File: src/decode_consts.vh
// constants for the push, rotate-through-carry and repeated-string decoder
`ifndef DECODE_CONSTS_VH
`define DECODE_CONSTS_VH
`define OPC_ESCAPE        8'h0f
`define OPC_REPEAT        8'hf3
`define OPC_GROUP_FF      8'hff
`define OPC_PUSH_ALL      8'h60
`define OPC_PUSH_FLAGS    8'h9c
`define OPC_READ_MODEL_SPECIFIC_REGISTER_2ND     8'h32
`define OPC_READ_TIMESTAMP_COUNTER_2ND     8'h31
`define REG_PUSH          3'b110
`define REG_RCL           3'b010
`define REG_RCR           3'b011
`define CLK_PUSH_ALL      8'h0b
`define CLK_PUSH_FLAGS    8'h02
`define CLK_ONE           8'h01
`define CLK_RCL_ONE       8'h03
`define CLK_RCR_ONE       8'h04
`define CLK_ROT_MULTI     8'h08
`define CLK_INS_REAL      8'h11
`define CLK_INS_PROT      8'h20
`define CLK_OUTPUT_STRING_REAL     8'h18
`define CLK_OUTPUT_STRING_PROT     8'h27
`define CLK_LOAD_STRING          8'h09
`define CLK_MOVE_STRING          8'h0c
`define CLK_STORE_STRING          8'h09
`define CLK_ITER_IO       8'h04
`define CLK_ITER_MEM      8'h02
`define CLS_NONE          5'h00
`define CLS_PUSH_RM       5'h01
`define CLS_PUSH_REG      5'h02
`define CLS_PUSH_SEG2     5'h03
`define CLS_PUSH_SEG3     5'h04
`define CLS_PUSH_IMM      5'h05
`define CLS_PUSH_ALL      5'h06
`define CLS_PUSH_FLAGS    5'h07
`define CLS_RCL           5'h08
`define CLS_RCR           5'h09
`define CLS_READ_MODEL_SPECIFIC_REGISTER         5'h0a
`define CLS_READ_TIMESTAMP_COUNTER         5'h0b
`define CLS_REP_INS       5'h0c
`define CLS_REP_LOAD_STRING      5'h0d
`define CLS_REP_MOVE_STRING      5'h0e
`define CLS_REP_OUTPUT_STRING      5'h0f
`define CLS_REP_STORE_STRING      5'h10
`endif

File: src/iteration_counter.v
// repeat-count down-counter for repeated string operations
module iteration_counter #(
    parameter WIDTH = 32
) (
    input  wire             clock,
    input  wire             nrst,
    input  wire             load,
    input  wire [WIDTH-1:0] loadValue,
    input  wire             step,
    output reg  [WIDTH-1:0] count,
    output wire             zero
);
    assign zero = (count == {WIDTH{1'b0}});

    always @(posedge clock or negedge nrst) begin
        if (!nrst) begin
            count <= {WIDTH{1'b0}};
        end else if (load) begin
            count <= loadValue;
        end else if (step && !zero) begin
            count <= count - {{(WIDTH-1){1'b0}}, 1'b1};
        end
    end
endmodule // iteration_counter

File: src/instr_decoder.v
// decoder and clock-count sequencer for push, rotate-through-carry and repeated strings
`include "decode_consts.vh"
module instr_decoder #(
    parameter COUNT_WIDTH = 32
) (
    input  wire                   clock,
    input  wire                   nrst,
    input  wire                   byteValid,
    input  wire [7:0]             byteIn,
    input  wire                   protectedMode,
    input  wire                   operandSize32,
    input  wire [COUNT_WIDTH-1:0] countRegister,
    output wire                   byteReady,
    output reg                    instrValid,
    output reg  [4:0]             instrClass,
    output reg  [2:0]             regField,
    output reg  [1:0]             operandWidth,
    output reg                    signExtend,
    output reg                    busy,
    output reg                    done,
    output reg                    iterationStep,
    output reg                    writesOverflowCarry,
    output wire [COUNT_WIDTH-1:0] countRemaining
);
    // ****************************************
    // byte sequencing
    // ****************************************
    localparam S_FIRST  = 3'd0;
    localparam S_ESC    = 3'd1;
    localparam S_REP    = 3'd2;
    localparam S_MODRM  = 3'd3;
    localparam S_SETUP  = 3'd4;
    localparam S_ITER   = 3'd5;

    reg  [2:0] state;
    reg  [2:0] next_state;
    reg  [7:0] firstByte;
    reg  [7:0] cycleCount;
    reg  [7:0] iterCycles;
    reg  [7:0] iterCount;
    reg        isRepeat;
    wire       cntZero;

    // width bit picks byte, else word or doubleword by operand size
    function [1:0] widthOf;
        input w;
        input size32;
        begin
            widthOf = !w ? 2'd0 : (size32 ? 2'd2 : 2'd1);
        end
    endfunction

    assign byteReady = (state == S_FIRST) || (state == S_ESC)
                    || (state == S_REP) || (state == S_MODRM);
    wire take = byteValid && byteReady;

    // rotate forms: D0/D1 count one, D2/D3 count register, C0/C1 immediate
    wire rotByOne = (firstByte[7:1] == 7'b1101000);
    wire rotGroup = (firstByte[7:2] == 6'b110100) || (firstByte[7:1] == 7'b1100000);

    // ****************************************
    // main decode
    // ****************************************
    reg [4:0] dClass;
    reg [7:0] dClocks;
    reg       dDone;
    reg [7:0] dIter;
    reg       dOvCf;

    always @* begin
        dClass   = `CLS_NONE;
        dClocks  = `CLK_ONE;
        dDone    = 1'b0;
        dIter    = 8'h00;
        dOvCf    = 1'b0;
        next_state = state;
        case (state)
            S_FIRST: begin
                if (take) begin
                    if (byteIn == `OPC_ESCAPE) begin
                        next_state = S_ESC;
                    end else if (byteIn == `OPC_REPEAT) begin
                        next_state = S_REP;
                    end else if (byteIn == `OPC_GROUP_FF || byteIn[7:2] == 6'b110100
                                 || byteIn[7:1] == 7'b1100000) begin
                        next_state = S_MODRM;
                    end else if (byteIn[7:3] == 5'b01010) begin
                        dClass = `CLS_PUSH_REG;
                        dDone  = 1'b1;
                    end else if ({byteIn[7:2], byteIn[0]} == 7'b0110100) begin
                        dClass = `CLS_PUSH_IMM;
                        dDone  = 1'b1;
                    end else if (byteIn[7:5] == 3'b000 && byteIn[2:0] == 3'b110) begin
                        dClass = `CLS_PUSH_SEG2;
                        dDone  = 1'b1;
                    end else if (byteIn == `OPC_PUSH_ALL) begin
                        dClass  = `CLS_PUSH_ALL;
                        dClocks = `CLK_PUSH_ALL;
                        dDone   = 1'b1;
                    end else if (byteIn == `OPC_PUSH_FLAGS) begin
                        dClass  = `CLS_PUSH_FLAGS;
                        dClocks = `CLK_PUSH_FLAGS;
                        dDone   = 1'b1;
                    end else begin
                        // unknown opcodes still report, with class none
                        dDone   = 1'b1;
                    end
                end
            end
            S_ESC: begin
                if (take) begin
                    next_state = S_FIRST;
                    dDone = 1'b1;
                    if (byteIn[7:6] == 2'b10 && byteIn[2:0] == 3'b000) begin
                        dClass = `CLS_PUSH_SEG3;
                    end else if (byteIn == `OPC_READ_MODEL_SPECIFIC_REGISTER_2ND) begin
                        dClass = `CLS_READ_MODEL_SPECIFIC_REGISTER;
                    end else if (byteIn == `OPC_READ_TIMESTAMP_COUNTER_2ND) begin
                        dClass = `CLS_READ_TIMESTAMP_COUNTER;
                    end
                end
            end
            S_MODRM: begin
                if (take) begin
                    next_state = S_FIRST;
                    dDone = 1'b1;
                    if (firstByte == `OPC_GROUP_FF && byteIn[5:3] == `REG_PUSH) begin
                        dClass = `CLS_PUSH_RM;
                    end else if (rotGroup && byteIn[5:3] == `REG_RCL) begin
                        dClass  = `CLS_RCL;
                        dClocks = rotByOne ? `CLK_RCL_ONE : `CLK_ROT_MULTI;
                    end else if (rotGroup && byteIn[5:3] == `REG_RCR) begin
                        dClass  = `CLS_RCR;
                        dClocks = rotByOne ? `CLK_RCR_ONE : `CLK_ROT_MULTI;
                        dOvCf   = rotByOne;
                    end
                end
            end
            S_REP: begin
                if (take) begin
                    next_state = S_SETUP;
                    dDone = 1'b1;
                    case (byteIn[7:1])
                        7'b0110110: begin
                            dClass  = `CLS_REP_INS;
                            dClocks = protectedMode ? `CLK_INS_PROT : `CLK_INS_REAL;
                            dIter   = `CLK_ITER_IO;
                        end
                        7'b1010110: begin
                            dClass  = `CLS_REP_LOAD_STRING;
                            dClocks = `CLK_LOAD_STRING;
                            dIter   = `CLK_ITER_MEM;
                        end
                        7'b1010010: begin
                            dClass  = `CLS_REP_MOVE_STRING;
                            dClocks = `CLK_MOVE_STRING;
                            dIter   = `CLK_ITER_MEM;
                        end
                        7'b0110111: begin
                            dClass  = `CLS_REP_OUTPUT_STRING;
                            dClocks = protectedMode ? `CLK_OUTPUT_STRING_PROT : `CLK_OUTPUT_STRING_REAL;
                            dIter   = `CLK_ITER_IO;
                        end
                        7'b1010101: begin
                            dClass  = `CLS_REP_STORE_STRING;
                            dClocks = `CLK_STORE_STRING;
                            dIter   = `CLK_ITER_MEM;
                        end
                        default: begin
                            next_state = S_FIRST;
                        end
                    endcase
                end
            end
            S_SETUP: begin
                if (cycleCount == `CLK_ONE) begin
                    next_state = (cntZero || !isRepeat) ? S_FIRST : S_ITER;
                end
            end
            S_ITER: begin
                if (iterCount == `CLK_ONE && lastIter) begin
                    next_state = S_FIRST;
                end
            end
            default: begin
                next_state = S_FIRST;
            end
        endcase
        if (state == S_FIRST && dDone) begin
            next_state = (dClocks == `CLK_ONE) ? S_FIRST : S_SETUP;
        end
        if ((state == S_ESC || state == S_MODRM) && dDone && dClocks != `CLK_ONE) begin
            next_state = S_SETUP;
        end
    end

    // the final iteration is the one that steps the count from one to zero
    wire lastIter  = (countRemaining == {{(COUNT_WIDTH-1){1'b0}}, 1'b1});
    wire loadCount = (state == S_REP) && take && (next_state == S_SETUP);
    wire stepCount = (state == S_ITER) && (iterCount == `CLK_ONE) && !cntZero;

    iteration_counter #(
        .WIDTH(COUNT_WIDTH)
    ) u_count (
        .clock    (clock),
        .nrst     (nrst),
        .load     (loadCount),
        .loadValue(countRegister),
        .step     (stepCount),
        .count    (countRemaining),
        .zero     (cntZero)
    );

    // ****************************************
    // registers and timing
    // ****************************************
    always @(posedge clock or negedge nrst) begin
        if (!nrst) begin
            state <= S_FIRST;
            firstByte <= 8'h00;
            cycleCount <= 8'h00;
            iterCycles <= 8'h00;
            iterCount <= 8'h00;
            isRepeat <= 1'b0;
            instrValid <= 1'b0;
            instrClass <= `CLS_NONE;
            regField <= 3'h0;
            operandWidth <= 2'h0;
            signExtend <= 1'b0;
            busy <= 1'b0;
            done <= 1'b0;
            iterationStep <= 1'b0;
            writesOverflowCarry <= 1'b0;
        end else begin
            state <= next_state;
            instrValid <= 1'b0;
            done <= 1'b0;
            iterationStep <= 1'b0;
            if (state == S_FIRST && take) begin
                firstByte <= byteIn;
            end
            if (dDone) begin
                instrValid <= 1'b1;
                instrClass <= dClass;
                writesOverflowCarry <= dOvCf;
                isRepeat <= (state == S_REP);
                signExtend <= (dClass == `CLS_PUSH_IMM) && byteIn[1];
                regField <= (state == S_FIRST || state == S_ESC) ? byteIn[5:3]
                          : (state == S_MODRM ? byteIn[2:0] : 3'h0);
                if (state == S_FIRST) begin
                    regField <= byteIn[2:0];
                    if (dClass == `CLS_PUSH_SEG2) begin
                        regField <= {1'b0, byteIn[4:3]};
                    end
                end
                operandWidth <= widthOf((state == S_REP || state == S_MODRM)
                                        ? (state == S_REP ? byteIn[0] : firstByte[0])
                                        : 1'b1, operandSize32);
                iterCycles <= dIter;
                cycleCount <= dClocks;
                busy <= (dClocks != `CLK_ONE) || (state == S_REP);
                done <= (dClocks == `CLK_ONE) && (state != S_REP);
            end else if (state == S_SETUP) begin
                if (cycleCount == `CLK_ONE) begin
                    if (cntZero || !isRepeat) begin
                        busy <= 1'b0;
                        done <= 1'b1;
                    end else begin
                        iterCount <= iterCycles;
                    end
                end else begin
                    cycleCount <= cycleCount - 8'h01;
                end
            end else if (state == S_ITER) begin
                cycleCount <= `CLK_ONE;
                if (iterCount == `CLK_ONE) begin
                    iterationStep <= 1'b1;
                    if (lastIter) begin
                        busy <= 1'b0;
                        done <= 1'b1;
                    end else begin
                        iterCount <= iterCycles;
                    end
                end else begin
                    iterCount <= iterCount - 8'h01;
                end
            end
        end
    end
endmodule // instr_decoder

File: config.mk
export PLATFORM = sky130hd
export DESIGN_NAME = instr_decoder
export DESIGN_NICKNAME = d
export VERILOG_FILES = /design/src/iteration_counter.v /design/src/instr_decoder.v
export VERILOG_INCLUDE_DIRS = /design/src
export SDC_FILE = /design/constraint.sdc
export NUM_CORES = 1
export LEC_CHECK = 0
export CAP_MARGIN = 20
export CORE_MARGIN = 1
export CORE_UTILIZATION = 61
export DETAILED_ROUTE_END_ITERATION = 16
export DONT_BUFFER_PORTS = 1
export PLACE_DENSITY = 0.75
export SLEW_MARGIN = 20
export SYNTH_ARGS = -nofsm -noshare
export SYNTH_HDL_FRONTEND = slang
export SYNTH_SLANG_ARGS = --single-unit
File: constraint.sdc
create_clock -name clock -period 7.3 [get_ports clock]
set_input_delay 0.365 -clock clock [delete_from_list [all_inputs] [get_ports clock]]
set_output_delay 0.365 -clock clock [all_outputs]
set_load 0.01 [all_outputs]
==> flow_summary.ini <==
[run_status]
status = completed

[global_route]
grt_max_degree = 79
grt_pass1_wl_um = 21610
grt_pass1_vias = 4141
grt_use_total = 0.3216
grt_remaining_overflow = 0
antenna_found_initial = 0

[placement]
dp_hpwl_um = 9544
routabilityCongestion = 0.9549
port_buffers = 0

[synthesis]
netlist_area_sq_um = 5086
synth_edf_count = 0
synth_ff_type = dfrtp_1
ys_ff_latch = 78
async_flop_share = 1.000
syn_nets = 624
yosys-top-cells-area = dfrtp_1 38%, nand2_1 4.4%, nand3_1 3.3%
syn_avg_cell_area_sq_um = 8.876
yosysTopAreaCellShare = 0.3838
synth_warnings = 0
synth_area_leader_cell = dfrtp_1
netlist_instances = 573
ys_types = 83
yosysSeqAreaShare = 0.3838

[cells_and_area]
post-route-util = 0.6720
layout.nets = 607
final_common_cell = dfrtp_1
antenna_cells = 0
final_cell_mix = 78 x dfrtp_1, 60 x nand2_1, 44 x nor2_1
drive_gt1_frac = 0.1179
areaGrowthSynthToFinish_pct = 4.207

[floorplan]
die_area_sq_um = 8707
initial_utilization = 0.6448
dieWidth_um = 93.31
io_pins = 94
die_h_um = 93.31
row_count = 32
core_area_sq_um = 7888

[drt]
drc_errors = 0
wl_um = 13480
vias = 4468
via_per_inst = 6.749
wl_per_cell_um = 20.36
firstDrtPassIters = 5
drt_iter0_drc = 442
ant_nets = 0

[clock_network]
htreeDepth = 3
clock_latency_ns = 0.36
cts_setup_buffers = 0
clock_path_buffers = 2
clock_sinks = 78
numCtsBuffers = 9
cts_tree = yes
cts.clk_slew.worst_paths_ns = 0.09
cts_root_buf = clkbuf_8

[job]
max_cap_violations = 0

[sta]
finalHoldViolCount = 0
final.setup.tns_ns = 0
period_share = 0.4034
fin_crit_ns = 2.944
drv_slew = 0
setup-violations-final = 0
rsz0062_at_grt = no
relSlewSlack = 0.4064
fmax_ghz = 0.3396
clock-skew-final_ns = 0.01556
worstMarginPinSlew_ns = 0.8836

[worst_hold_path]
hp-start = countRegister[3]
hold_path_class = in2reg

[worst_setup_path]
worstPathCellList = nor4b_4 > a21bo_2 > o31a_1 > inv_2 > o211ai_1 > xnor2_1 > nor2_1
endpoint_kind = flop
slowest_delay_ns = 0.67
arrival_ns = 3.18
worstSetupPathType = reg2reg
crit_path_max_fanout = 21
worstSetupStartpoint = state[1]
cp.required_ns = 7.53
crit_slowest_cell = nor4b_4
reg2reg_from = state[1]
cp-start-kind = flop

[pwr]
irDropWorstVdd_mv = 0.09431
leakage_uw = 0.001955
power.density_nw_per_um2 = 176.2
## cell type report
type,instances,area [sq um]
multi-input cells,444,2913
fillers,666,2587
flip-flops and latches,78,1952
clock buffers,11,131.4
well taps,102,127.6
inverters,18,67.56
repair buffers,5,60.06
clock inverters,4,48.80
## final timing paths
check                      slack [ns]           endpoint  cells past startpoint
setup reg to reg                 4.36      cycleCount[6]                      7
setup / recovery                 4.36      cycleCount[6]                      7
hold reg to reg                  0.48      iterCycles[2]                      1
hold / removal                   0.12   u_count.count[3]                      2
min in group asynchronous        0.56         signExtend                      2
max in group asynchronous        6.39  u_count.count[10]                      2
## stage by stage
step                cells  setup slack [ns]  hold WS (ns)  total power, uW  cell area, sq um
detailed placement    645             4.415       0.07112            606.6              5082
CTS                   662             4.375        0.1156            933.4              5300
global placement      645             4.471       0.07090            602.6              5082
global route          662             4.160        0.1030            976.4              5300
floorplan             573             4.929       0.06941            587.6              5086
finish                662             4.356        0.1210            933.7              5300
## synth_stat cells, types with 5 or more instances
library cell	number
dfrtp_1	78
nor2_1	45
o21ai_0	33
clkbuf_1	21
nor2b_1	8
xnor2_1	11
and2_1	7
nand3_1	34
nand2_1	60
inv_1	16
nand3b_1	8
ha_1	6
or4_1	8
nor4_1	16
mux2_2	10
buf_2	5
a21oi_1	26
xor2_1	18
nand2b_1	9
mux2i_1	5
nand4_1	8
or3_1	11
a31oi_1	6
nor3_1	16
o21ai_1	7
## registers in the layout, summed over array words and instances, names as in the netlist
name,count
firstByte,8
regField,3
state,3
writesOverflowCarry,1
iterationStep,1
u_count.count,32
isRepeat,1
operandWidth,2
cycleCount,8
iterCount,8
instrValid,1
signExtend,1
done,1
busy,1
instrClass,5
iterCycles,2
## timing repair
action	4_1_cts	5_1_grt
hold buffers	2	0
endpoints found under the setup margin	0	0
hold endpoints to repair	78	0
resized for setup	0	0
## critical path, delay by kind of cell, from the launching register on
family	cells	cell delay, ns
xor+xnor	1	0.19
simple gates	2	0.74
flops	1	0.65
buf+inv	1	0.22
compound gates	3	1.01
## routing by layer
metal | global-route usage | part of all wire
met3 | 0.06911 | 0.086
met4 | 0.08462 | 0.011
met1 | 0.4792 | 0.45
met5 | 0 | 0
met2 | 0.4724 | 0.45
## power by group
| group | leakage [uW] | switching (uW) | total (uW) | internal, uW |
|---|---|---|---|---|
| sequential | 0.000896 | 33.5 | 490 | 457 |
| combinational | 0.000965 | 70.4 | 121 | 50.9 |
| clock | 0.0000931 | 166 | 322 | 156 |
| total | 0.00195 | 270 | 934 | 664 |
## logic make-up after synthesis
logic type,synth area share
xor gates and xnor gates,0.04994
muxes,0.03715
AOI/OAI and AO/OA,0.1565
and+or+nand+nor,0.3132
buffers and inverters,0.04477
DFF,0.3838
adders and majority gates,0.01476
Power figures use the tool's default switching activity.
